<file path="config.mk">
export PLATFORM = sky130hd
export DESIGN_NAME = bca_exec
export DESIGN_NICKNAME = d
export VERILOG_FILES = /design/src/verilog/bca_pkg.sv /design/src/verilog/bca_decode.sv /design/src/verilog/bca_alu.sv /design/src/verilog/bca_exec.sv
export SDC_FILE = /design/constraint.sdc
export NUM_CORES = 1
export LEC_CHECK = 0
export ABC_CLOCK_PERIOD_IN_PS = 4900
export BUFFER_PORTS_ARGS = -buffer_cell sky130_fd_sc_hd__buf_2
export CAP_MARGIN = 15
export CORE_ASPECT_RATIO = 1.1
export CORE_MARGIN = 4
export CORE_UTILIZATION = 45
export CTS_CLUSTER_DIAMETER = 150
export CTS_CLUSTER_SIZE = 14
export DETAILED_ROUTE_END_ITERATION = 8
export PLACE_DENSITY = 0.69
export SLEW_MARGIN = 25
export SYNTH_ARGS = -nofsm -noshare
export SYNTH_HDL_FRONTEND = slang
export SYNTH_SLANG_ARGS = --single-unit
</file>
<file path="constraint.sdc">
create_clock -name clk -period 4.9 [get_ports clk]
set_input_delay 0.245 -clock clk [delete_from_list [all_inputs] [get_ports clk]]
set_output_delay 0.245 -clock clk [all_outputs]
set_load 0.01 [all_outputs]
</file>
<file path="src/verilog/bca_pkg.sv">
package bca_pkg;

    // data path widths
    localparam int DATA_W  = 8;
    localparam int INSTR_W = 12;
    localparam int FADDR_W = 5;
    localparam int PC_W    = 11;
    localparam int PAGE_W  = 2;
    localparam int BSEL_W  = 3;
    localparam int NIB_W   = 4;
    localparam int BUS_AW  = 4;

    // four clocks make one instruction cycle
    localparam logic [1:0] PH_Q1   = 2'h0;
    localparam logic [1:0] PH_Q2   = 2'h1;
    localparam logic [1:0] PH_Q3   = 2'h2;
    localparam logic [1:0] PH_Q4   = 2'h3;
    localparam logic [1:0] PH_STEP = 2'h1;

    // instruction field positions
    localparam int OPC6_LO  = 6;
    localparam int OPC4_LO  = 8;
    localparam int OPC3_LO  = 9;
    localparam int DIRL_LO  = 3;
    localparam int DEST_BIT = 5;
    localparam int BSEL_LO  = 5;
    localparam int BSEL_HI  = 7;
    localparam int LIT_HI   = 7;
    localparam int JUMP_HI  = 8;

    // opcode patterns
    localparam logic [5:0]  OPC_ADD_ACC_FILE = 6'h07;
    localparam logic [5:0]  OPC_AND_ACC_FILE = 6'h05;
    localparam logic [3:0]  OPC_BIT_CLEAR    = 4'h4;
    localparam logic [3:0]  OPC_BIT_SET      = 4'h5;
    localparam logic [3:0]  OPC_SKIP_CLEAR   = 4'h6;
    localparam logic [3:0]  OPC_SKIP_SET     = 4'h7;
    localparam logic [3:0]  OPC_AND_LITERAL  = 4'hE;
    localparam logic [2:0]  OPC_ABS_JUMP     = 3'h5;
    localparam logic [11:0] OPC_CLEAR_ACC    = 12'h040;
    localparam logic [8:0]  OPC_DIR_LOAD     = 9'h000;
    localparam logic [2:0]  DIR_SEL_PORT_A   = 3'h6;

    // file register addresses
    localparam logic [4:0] ADDR_TIMER  = 5'h01;
    localparam logic [4:0] ADDR_PC_LOW = 5'h02;
    localparam logic [4:0] ADDR_PORT_A = 5'h05;
    localparam logic [4:0] ADDR_PORT_B = 5'h06;
    localparam logic [4:0] ADDR_PORT_C = 5'h07;

    // software register map and flag layout
    localparam logic [3:0] REG_ACC   = 4'h0;
    localparam logic [3:0] REG_FLAGS = 4'h1;
    localparam logic [3:0] REG_DIR   = 4'h2;
    localparam logic [3:0] REG_STATE = 4'h3;
    localparam int FLG_CARRY = 0;
    localparam int FLG_DC    = 1;
    localparam int FLG_ZERO  = 2;

    // reset values and constants
    localparam logic [7:0]  RST_DIR  = 8'hFF;
    localparam logic [7:0]  BYTE_0   = 8'h00;
    localparam logic [7:0]  BIT_ONE  = 8'h01;

    typedef enum logic [3:0] {
        OP_NOP, OP_ADD_ACC_FILE, OP_AND_ACC_FILE, OP_AND_LITERAL, OP_BIT_CLEAR, OP_BIT_SET,
        OP_SKIP_CLEAR, OP_SKIP_SET, OP_CLEAR_ACC, OP_DIR_LOAD, OP_ABS_JUMP
    } bca_op_t;

endpackage

</file>
<file path="src/verilog/bca_decode.sv">
`timescale 1ns/1ps
module bca_decode import bca_pkg::*; (
    // instruction in, operation out
    input  logic [INSTR_W-1:0] ir,
    output bca_op_t            op
);

    // unlisted encodings fall through to a no-operation
    always_comb begin
        op = OP_NOP;
        if (ir[INSTR_W-1:OPC6_LO] == OPC_ADD_ACC_FILE) begin
            op = OP_ADD_ACC_FILE;
        end else if (ir[INSTR_W-1:OPC6_LO] == OPC_AND_ACC_FILE) begin
            op = OP_AND_ACC_FILE;
        end else if (ir[INSTR_W-1:OPC4_LO] == OPC_BIT_CLEAR) begin
            op = OP_BIT_CLEAR;
        end else if (ir[INSTR_W-1:OPC4_LO] == OPC_BIT_SET) begin
            op = OP_BIT_SET;
        end else if (ir[INSTR_W-1:OPC4_LO] == OPC_SKIP_CLEAR) begin
            op = OP_SKIP_CLEAR;
        end else if (ir[INSTR_W-1:OPC4_LO] == OPC_SKIP_SET) begin
            op = OP_SKIP_SET;
        end else if (ir[INSTR_W-1:OPC4_LO] == OPC_AND_LITERAL) begin
            op = OP_AND_LITERAL;
        end else if (ir == OPC_CLEAR_ACC) begin
            op = OP_CLEAR_ACC;
        end else if (ir[INSTR_W-1:DIRL_LO] == OPC_DIR_LOAD && ir[DIRL_LO-1:0] == DIR_SEL_PORT_A) begin
            op = OP_DIR_LOAD;
        end else if (ir[INSTR_W-1:OPC3_LO] == OPC_ABS_JUMP) begin
            op = OP_ABS_JUMP;
        end
    end

endmodule

</file>
<file path="src/verilog/bca_alu.sv">
`timescale 1ns/1ps
module bca_alu import bca_pkg::*; (
    // operation and operands
    input  bca_op_t           op,
    input  logic [DATA_W-1:0] acc,
    input  logic [DATA_W-1:0] opnd,
    input  logic [DATA_W-1:0] lit,
    input  logic [BSEL_W-1:0] bsel,
    // result and flags
    output logic [DATA_W-1:0] result,
    output logic              carry,
    output logic              dcarry,
    output logic              zero,
    output logic              bit_val
);

    logic [DATA_W:0]   sum;
    logic [NIB_W:0]    low_sum;
    logic [DATA_W-1:0] mask;

    // separate adders for the two carries; dc comes from the low nibble alone
    always_comb begin
        sum     = {1'b0, acc} + {1'b0, opnd};
        low_sum = {1'b0, acc[NIB_W-1:0]} + {1'b0, opnd[NIB_W-1:0]};
        mask    = BIT_ONE << bsel;
        carry   = sum[DATA_W];
        dcarry  = low_sum[NIB_W];
        unique case (op)
            OP_ADD_ACC_FILE: result = sum[DATA_W-1:0];
            OP_AND_ACC_FILE: result = acc & opnd;
            OP_AND_LITERAL:  result = acc & lit;
            OP_BIT_CLEAR:    result = opnd & ~mask;
            OP_BIT_SET:      result = opnd | mask;
            OP_CLEAR_ACC:    result = BYTE_0;
            default:         result = opnd;
        endcase
        zero    = (result == BYTE_0);
        bit_val = |(opnd & mask);
    end

endmodule

</file>
<file path="src/verilog/bca_exec.sv">
`timescale 1ns/1ps
module bca_exec import bca_pkg::*; (
    // clock, reset, enable
    input  logic               clk,
    input  logic               sys_rst,
    input  logic               ce,
    // fetch stage
    input  logic [INSTR_W-1:0] instr_word,
    input  logic               instr_valid,
    input  logic [PAGE_W-1:0]  page_sel,
    output logic [1:0]         instr_phase,
    output logic               fetch_flush,
    output logic               pc_load,
    output logic [PC_W-1:0]    pc_target,
    // file register space
    output logic [FADDR_W-1:0] file_addr,
    input  logic [DATA_W-1:0]  file_rdata,
    output logic               file_we,
    output logic [DATA_W-1:0]  file_wdata,
    // port pins and direction
    input  logic [DATA_W-1:0]  port_a_pins,
    input  logic [DATA_W-1:0]  port_b_pins,
    input  logic [DATA_W-1:0]  port_c_pins,
    output logic [DATA_W-1:0]  first_io_port_direction_latch_load,
    // timer prescaler
    input  logic               prescaler_on_timer,
    output logic               prescaler_clr,
    // status flags
    output logic               carry_flag,
    output logic               digit_carry_flag,
    output logic               zero_flag,
    // software register port
    input  logic [BUS_AW-1:0]  bus_addr,
    input  logic [DATA_W-1:0]  bus_wdata,
    input  logic               bus_wr,
    input  logic               bus_rd,
    output logic [DATA_W-1:0]  bus_rdata
);

    logic [INSTR_W-1:0] ir;
    logic               ir_live;
    logic               skip_pending;
    logic               jump_load;
    bca_op_t            op;
    logic [DATA_W-1:0]  acc;
    logic [DATA_W-1:0]  opnd;
    logic [DATA_W-1:0]  result;
    logic               res_c;
    logic               res_dc;
    logic               res_z;
    logic               res_bit;
    logic [DATA_W-1:0]  alu_result;
    logic               alu_c;
    logic               alu_dc;
    logic               alu_z;
    logic               alu_bit;
    logic [DATA_W:0]    add_chk;
    logic               commit;
    logic               dest_file;
    logic               writes_acc;
    logic               skip_taken;
    logic               pcl_write;
    logic               bus_we;
    logic               bus_re;

    bca_decode u_decode (
        .ir (ir),
        .op (op)
    );

    bca_alu u_alu (
        .op      (op),
        .acc     (acc),
        .opnd    (opnd),
        .lit     (ir[LIT_HI:0]),
        .bsel    (ir[BSEL_HI:BSEL_LO]),
        .result  (alu_result),
        .carry   (alu_c),
        .dcarry  (alu_dc),
        .zero    (alu_z),
        .bit_val (alu_bit)
    );

    // commit happens in the last clock of the instruction cycle
    assign commit     = ce && instr_phase == PH_Q4 && ir_live;
    assign dest_file  = ((op == OP_ADD_ACC_FILE || op == OP_AND_ACC_FILE) && ir[DEST_BIT])
                        || op == OP_BIT_CLEAR || op == OP_BIT_SET;
    assign writes_acc = ((op == OP_ADD_ACC_FILE || op == OP_AND_ACC_FILE) && !ir[DEST_BIT])
                        || op == OP_AND_LITERAL || op == OP_CLEAR_ACC;
    assign skip_taken = (op == OP_SKIP_CLEAR && !res_bit)
                        || (op == OP_SKIP_SET && res_bit);
    assign pcl_write  = dest_file && file_addr == ADDR_PC_LOW;
    assign bus_we     = ce && bus_wr;
    assign bus_re     = ce && bus_rd;
    assign add_chk    = {1'b0, acc} + {1'b0, opnd};

    // phase counter, advances on each clock with ce high and wraps every four
    always_ff @(posedge clk) begin
        if (sys_rst) begin
            instr_phase <= PH_Q1;
        end else if (ce) begin
            instr_phase <= instr_phase + PH_STEP;
        end
    end

    // capture the instruction; a pending skip turns it into a no-operation
    always_ff @(posedge clk) begin
        if (sys_rst) begin
            ir        <= '0;
            ir_live   <= 1'b0;
            file_addr <= '0;
        end else if (ce && instr_phase == PH_Q1) begin
            ir        <= instr_word;
            ir_live   <= instr_valid && !skip_pending;
            file_addr <= instr_word[FADDR_W-1:0];
        end
    end

    // the skip request is raised in Q4 and consumed in the next Q1, never both at once
    always_ff @(posedge clk) begin
        if (sys_rst) begin
            skip_pending <= 1'b0;
        end else if (ce) begin
            if (commit && (skip_taken || pcl_write || op == OP_ABS_JUMP)) begin
                skip_pending <= 1'b1;
            end else if (instr_phase == PH_Q1) begin
                skip_pending <= 1'b0;
            end
        end
    end

    // operand fetch: ports read their pins so floating inputs write back as seen
    always_ff @(posedge clk) begin
        if (sys_rst) begin
            opnd <= BYTE_0;
        end else if (ce && instr_phase == PH_Q2) begin
            unique case (file_addr)
                ADDR_PORT_A: opnd <= port_a_pins;
                ADDR_PORT_B: opnd <= port_b_pins;
                ADDR_PORT_C: opnd <= port_c_pins;
                default:     opnd <= file_rdata;
            endcase
        end
    end

    // result and flags held for the commit clock
    always_ff @(posedge clk) begin
        if (sys_rst) begin
            result  <= BYTE_0;
            res_c   <= 1'b0;
            res_dc  <= 1'b0;
            res_z   <= 1'b0;
            res_bit <= 1'b0;
        end else if (ce && instr_phase == PH_Q3) begin
            result  <= alu_result;
            res_c   <= alu_c;
            res_dc  <= alu_dc;
            res_z   <= alu_z;
            res_bit <= alu_bit;
        end
    end

    // accumulator: a software write in the commit clock wins over the instruction
    always_ff @(posedge clk) begin
        if (sys_rst) begin
            acc <= BYTE_0;
        end else if (bus_we && bus_addr == REG_ACC) begin
            acc <= bus_wdata;
        end else if (commit && writes_acc) begin
            acc <= result;
        end
    end

    // flags: bit ops, skips, jumps and direction loads leave them alone
    always_ff @(posedge clk) begin
        if (sys_rst) begin
            carry_flag       <= 1'b0;
            digit_carry_flag <= 1'b0;
            zero_flag        <= 1'b0;
        end else if (bus_we && bus_addr == REG_FLAGS) begin
            carry_flag       <= bus_wdata[FLG_CARRY];
            digit_carry_flag <= bus_wdata[FLG_DC];
            zero_flag        <= bus_wdata[FLG_ZERO];
        end else if (commit) begin
            if (op == OP_ADD_ACC_FILE) begin
                carry_flag       <= res_c;
                digit_carry_flag <= res_dc;
            end
            if (op == OP_ADD_ACC_FILE || op == OP_AND_ACC_FILE || op == OP_AND_LITERAL
                || op == OP_CLEAR_ACC) begin
                zero_flag <= res_z;
            end
        end
    end

    // file write-back strobe, one clock per committing instruction with a file destination
    always_ff @(posedge clk) begin
        if (sys_rst) begin
            file_we    <= 1'b0;
            file_wdata <= BYTE_0;
        end else if (ce) begin
            file_we <= commit && dest_file;
            if (commit) begin
                file_wdata <= result;
            end
        end
    end

    // direction latches reset to all inputs so nothing drives before software says so
    always_ff @(posedge clk) begin
        if (sys_rst) begin
            first_io_port_direction_latch_load <= RST_DIR;
        end else if (commit && op == OP_DIR_LOAD) begin
            first_io_port_direction_latch_load <= acc;
        end
    end

    // prescaler clear when the timer register is rewritten while the prescaler belongs to the timer
    always_ff @(posedge clk) begin
        if (sys_rst) begin
            prescaler_clr <= 1'b0;
        end else if (ce) begin
            prescaler_clr <= commit && dest_file && file_addr == ADDR_TIMER
                             && prescaler_on_timer;
        end
    end

    // counter load and discard of the prefetched word
    always_ff @(posedge clk) begin
        if (sys_rst) begin
            pc_load     <= 1'b0;
            jump_load   <= 1'b0;
            fetch_flush <= 1'b0;
            pc_target   <= '0;
        end else if (ce) begin
            pc_load     <= commit && (pcl_write || op == OP_ABS_JUMP);
            jump_load   <= commit && op == OP_ABS_JUMP;
            fetch_flush <= commit && (skip_taken || pcl_write || op == OP_ABS_JUMP);
            if (commit && op == OP_ABS_JUMP) begin
                pc_target <= {page_sel, ir[JUMP_HI:0]};
            end else if (commit && pcl_write) begin
                pc_target <= {page_sel, 1'b0, result};
            end
        end
    end

    // read data stands only in the clock after the strobe
    always_ff @(posedge clk) begin
        if (sys_rst) begin
            bus_rdata <= BYTE_0;
        end else if (ce) begin
            bus_rdata <= BYTE_0;
            if (bus_re) begin
                unique case (bus_addr)
                    REG_ACC:   bus_rdata <= acc;
                    REG_FLAGS: bus_rdata <= {5'h00, zero_flag, digit_carry_flag, carry_flag};
                    REG_DIR:   bus_rdata <= first_io_port_direction_latch_load;
                    REG_STATE: bus_rdata <= {4'h0, skip_pending, ir_live, instr_phase};
                    default:   bus_rdata <= BYTE_0;
                endcase
            end
        end
    end
endmodule

</file>
* After elaboration in Yosys (flattened, before gate mapping) *
Cells that the tools add are included.

operators by class
  shift operators = 1
  reduce and logical (&&, ||, !) cells = 55
  eq/ne operators = 31
  $add $sub $neg = 3
  muxes and demuxes = 29
  bitwise gates (word level) = 6

operators with widths
  cell                                                  number
  one-hot mux 8 bit (6 select lines)                    1
  2-to-1 mux 4 bit                                      10
  bitwise AND 8 bit                                     4
  equality test 4 x 3 -> 1 bit, second input constant   8
  one-hot mux 8 bit (4 select lines)                    1
  logical AND 1 bit                                     25
  2-to-1 mux 8 bit                                      3
  one-hot mux 8 bit (3 select lines)                    1
  2-to-1 mux 11 bit                                     2
  equality test 4 x 2 -> 1 bit, second input constant   4
  equality test 4 bit, second input constant            4
  equality test 5 x 3 -> 1 bit, second input constant   3
  equality test 12 x 7 -> 1 bit, second input constant  1
  equality test 6 x 3 -> 1 bit, second input constant   2
  nonzero test 2 bit                                    6
  logical OR 1 bit                                      11
  2-to-1 mux 1 bit                                      11
  AND reduction 2 bit                                   5
  adder 8 x 8 -> 9 bit                                  1
  zero test 9 bit                                       1
  equality test 4 x 1 -> 1 bit, second input constant   2
  zero test 8 bit                                       1
  inverter 8 bit                                        1
  OR 8 bit                                              1
  12 further kinds                                      16

storage, ports and cells
  bits in registers = 91

* Longest topological paths before layout *
  depth after elaboration = 22
  gate-level depth with buffers = 9
  gate-level depth less buffers = 8

* Modules after synthesis *
A second synthesis with hierarchy kept.

unflattened totals
  cell total of the unflattened synthesis = 592
  area, all modules = 4,855.9 µm²

modules (own cells, without submodules)
  module      cells an instance  instances  sequential area each (µm²)  area each (µm²)
  bca_exec    451                1          1,721.7                     3,787.4
  bca_alu     121                1          0.0                         930.9
  bca_decode  20                 1          0.0                         137.6

* Worst setup path after synthesis *
Ideal clock, no wire load.

  kind = register -> register
  from = reg acc[3]
  to = reg res_z
  path slack = 2.628 ns
  buffers on the path = 0
  stages on the path, launching flop included = 8
  period minus slack after synthesis = 2.272 ns
  data required time = 4.804 ns
  arrival = 2.176 ns
  path through = dfxtp_1 ha_1 and3_1 a2111oi_0 a21oi_1 xnor2_1 o2111ai_1 o41ai_2

between the ends
  word-level cells in the longest chain between the ends = 3

RTL lines
  element                                             line             source
  from (decl)                                         bca_exec.sv:45   logic [DATA_W-1:0] acc;
  from (signal assigned)                              bca_exec.sv:168  acc <= bus_wdata;
  from (signal assigned)                              bca_exec.sv:170  acc <= result;
  adder 8 x 8 -> 9 bit, or another cell as far along  --
  one-hot mux 8 bit (6 select lines) (*)              bca_alu.sv:28    unique case (op)
  zero test 8 bit (*)                                 bca_alu.sv:37    zero = (result == BYTE_0);
  to (signal assigned)                                bca_exec.sv:158  res_z <= alu_z;
  to (decl)                                           bca_exec.sv:50   logic res_z;

Mark *: on every way between the ends. The rest lies on a longest branch, timed or not.
A chain may end at the register's enable or synchronous reset.

* Final worst setup path *
  from = reg instr_phase[0]
  to = reg pc_target[4]

between the ends
  word-level cells in the longest chain between the ends = 6

RTL lines
  element                                      line                              source
  from (decl)                                  bca_exec.sv:11                    output logic [1:0] instr_phase,
  from (signal assigned)                       bca_exec.sv:102                   instr_phase <= instr_phase + PH_STEP;
  equality test 2 bit (*)                      bca_exec.sv:85                    assign commit = ce && instr_phase == PH_Q4 && ir_live;
  logical AND 1 bit (*) (2 in a row)           bca_exec.sv:85
  logical AND 1 bit, on equally long branches  bca_exec.sv:239, bca_exec.sv:241
  nonzero test 2 bit (no line)                 --
  AND reduction 2 bit (no line)                --
  to (signal assigned)                         bca_exec.sv:240                   pc_target <= {page_sel, ir[JUMP_HI:0]};
  to (signal assigned)                         bca_exec.sv:242                   pc_target <= {page_sel, 1'b0, result};
  to (decl)                                    bca_exec.sv:14                    output logic [PC_W-1:0] pc_target,

Marks and branches as above.

==> results.tsv <==
stage	metric	value	unit
outcome	outcome	complete, no violations	
power	power.share.clock	42.3	%
min_path	min_to	file_addr[2]	
clock_network	h-tree-depth	3	
timing	hold_violations	0	
job	maxCapViolCount	0	
layout	drive_gt1_share	23.8	%
global_route	grtUsageTotal	23.7	%
layout	ff_latch_area	1720	um^2
logic_synthesis	synthArstFlopShare	0	%
layout	syn_to_final_growth	17.7	%
min_path	hold_path_startpoint	instr_word[2]	
power	p_leak	2.32	nW
drt	vias_per_cell	5.87	
clock_network	hold_buffers	0	
clock_network	cts.reportedPaths.clkPinSlew	0.07	ns
timing	slew_viol_final	0	
logic_synthesis	ys.flop_type	dfxtp_1	
drt	drc	0	
floorplanning	start_util	46.0	%
placement	io_buffers	113	
timing	clock-skew-final	0.00671	ns
worst_setup_path	reg2reg_setup_slack	2.00	ns
timing	period_share	59.1	%
logic_synthesis	synth.net_count	661	
clock_network	cts_root_buf	clkbuf_16	
placement	place_area	5320	um^2
power	pwr-share-comb	11.3	%
floorplanning	die_h	116	um
worst_setup_path	rr_startpoint	instr_phase[0]	
power	intPower	1.20	mW
worst_setup_path	r2r-end	pc_target[4]	
layout	n_antenna_cell	0	
global_route	overflow	0	
timing	slew_headroom	25.4	%
floorplanning	fp.coreArea	10400	um^2
floorplanning	die_w	106	um
worst_setup_path	worstSetupPathType	reg2reg	
power	switchingPower	465	uW
clock_network	cts_resized	0	
layout	fin_nets	738	
worst_setup_path	worst_setup_path_end_kind	flop	
drt	num_vias	4740	
global_route	grt_pass1_wl	23100	um
clock_network	cts_sinks	86	
floorplanning	row_count	39	
power	p_per_area	297	nW/um^2
drt	drt_pass1_iterations	5	
timing	fmax	345	MHz
global_route	antenna_found_initial	0	
layout	final_area	5620	um^2
power	peakVddDrop	0.137	mV
worst_setup_path	start_kind	flop	
logic_synthesis	synthCells	583	
timing	rsz0062_at_grt	no	
layout	mostFrequentLayoutCells	buf_2 (113), dfxtp_1 (86), nand2_1 (81)	
drt	ant_nets	0	
worst_setup_path	worstRegToRegCells	7	
clock_network	cts_made_buffers	9	
clock_network	clockBufferDepth	2	
drt	wl_per_cell	18.2	um
timing	setup_viol	0	
logic_synthesis	synth-seq-cells	86	
clock_network	cts_setup_buffers	0	
logic_synthesis	avgSynthCellArea	8.20	um^2
worst_setup_path	worstSetupStartpoint	instr_phase[0]	
logic_synthesis	synth-edff-count	0	
logic_synthesis	yosys_warnings	0	
timing	setup_tns	0	ns
placement	place_congestion	0.890	
floorplanning	fp.dieArea	12300	um^2
worst_setup_path	cp.required	5.14	ns
drt	drt-initial-drc-count	340	
logic_synthesis	synth_cell_types	70	
global_route	grt_pass1_vias	4264	
power	seq_power_share	46.4	%
floorplanning	io_pins	114	
timing	fin_crit	2.90	ns
worst_setup_path	arrival	3.14	ns
layout	layout_commonest_cell	buf_2	
worst_setup_path	cp_max_fo	14	
logic_synthesis	ys_seq_area_share	36.0	%
timing	tightest_slew	1.11	ns
drt	wl	14700	um
layout	n_fill_cell	1018	
min_path	worstHoldPathCells	3	
power	p_sw_share	27.9	%
placement	dp_hpwl	10600	um
clock_network	clk_latency	0.34	ns
layout	multi_input_area	2770	um^2
min_path	hp-class	in2reg	
clock_network	tritoncts	yes	
global_route	grt_max_degree	88	
logic_synthesis	syn_area	4780	um^2
==> worst max-delay path, cell delays in order (launching register included) <==
cell	delay [ns]
dfxtp_1	0.48
ha_1	0.23
nand3_1	0.35
nor4_1	0.52
nand3_1	0.50
clkinv_1	0.36
nand2_1	0.08
a311oi_1	0.27
==> routing by layer <==
layer  wire (um)  up-vias  GRT usage, %
li1            -     2287             -
met5           0        -             0
met3        1040       27          4.15
met4         334        0          6.99
met2        6950      180          39.6
met1        6370     2246          31.7
==> layout make-up <==
type / count / area share, %
clock buffer: 9 / 4.00
multi-input combinational: 430 / 49.2
timing repair buffer: 117 / 10.6
sequential: 86 / 30.6
inverter: 16 / 1.07
clock inverter: 7 / 1.38
tap: 143 / 3.18
==> worst max-delay path by stage <==
| stage | end | slack, ns |
|---|---|---|
| 3_3_place_gp | pc_target[4] | 2.07 |
| 2_1_floorplan | res_z | 2.63 |
| 4_1_cts | pc_target[4] | 2.02 |
| 3_5_place_dp | pc_target[7] | 2.04 |
| 6_report | pc_target[4] | 2.00 |
| 5_1_grt | pc_target[4] | 1.70 |
==> sequential cells by signal (all words and copies together) (netlist names), 2 cells and up <==
register,count
acc,8
pc_target,11
opnd,8
file_addr,4
first_io_port_direction_latch_load,8
bus_rdata,8
file_wdata,8
ir,8
instr_phase,2
result,8
==> power groups by stage <==
| stage | sequential (mW) | clock, mW | combinational (mW) |
|---|---|---|---|
| final | 0.774 | 0.706 | 0.189 |
| after CTS | 0.772 | 0.714 | 0.189 |
| after floorplan | 0.753 | 0 | 0.150 |
| after detailed placement | 0.788 | 0 | 0.187 |
| after global placement | 0.787 | 0 | 0.183 |
| after global routing | 0.777 | 0.748 | 0.210 |
==> stage by stage <==
step	util, %	setup WS, ns	hold WS, ns	power, mW	std cells
after floorplan	-	2.63	0.381	0.903	583
after global placement	51.2	2.07	0.441	0.970	792
after detailed placement	51.2	2.04	0.445	0.975	792
after CTS	54.1	2.02	0.133	1.68	808
after global routing	54.1	1.70	0.146	1.73	808
final	54.1	2.00	0.134	1.67	808
==> Yosys cell counts (4+ instances only) <==
library cell  number  area (um^2)
a211o_1            8         70.1
buf_2              6         30.0
and3_1             8         50.1
mux2_2             5         56.3
a31oi_1            8         50.1
a22oi_1            9         67.6
a32oi_1            4         35.0
nand2_1           81          304
and2_1             6         37.5
buf_1              7         26.3
dfxtp_1           86         1720
inv_1             15         56.3
buf_4              5         37.5
nand3b_1           5         37.5
mux4_2             5          113
o21ai_0            9         45.0
a311oi_1          18          158
nor3_1             6         30.0
clkbuf_1          31          116
a21oi_1           36          180
nand4_1            5         31.3
or2_2              4         25.0
ha_1              12          150
and3b_1            4         35.0
a222oi_1           8         80.1
xnor2_1            5         43.8
nor2_1            76          285
nand3_1           16         80.1
mux2i_1           11          110
a211oi_1          24          180
==> cells by family (layout without fill, tap and decap cells) <==
kind of cell | count (synthesis) | count (layout) | synth area share [%]
simple gates | 233 | 233 | 22.9
compound gates | 157 | 157 | 24.5
flops | 86 | 86 | 36.0
buf+inv | 67 | 149 | 6.13
mux | 21 | 21 | 5.84
fa+ha+maj | 13 | 13 | 3.56
xor+xnor | 6 | 6 | 1.10
No activity file was read; power rests on OpenSTA's default activity.
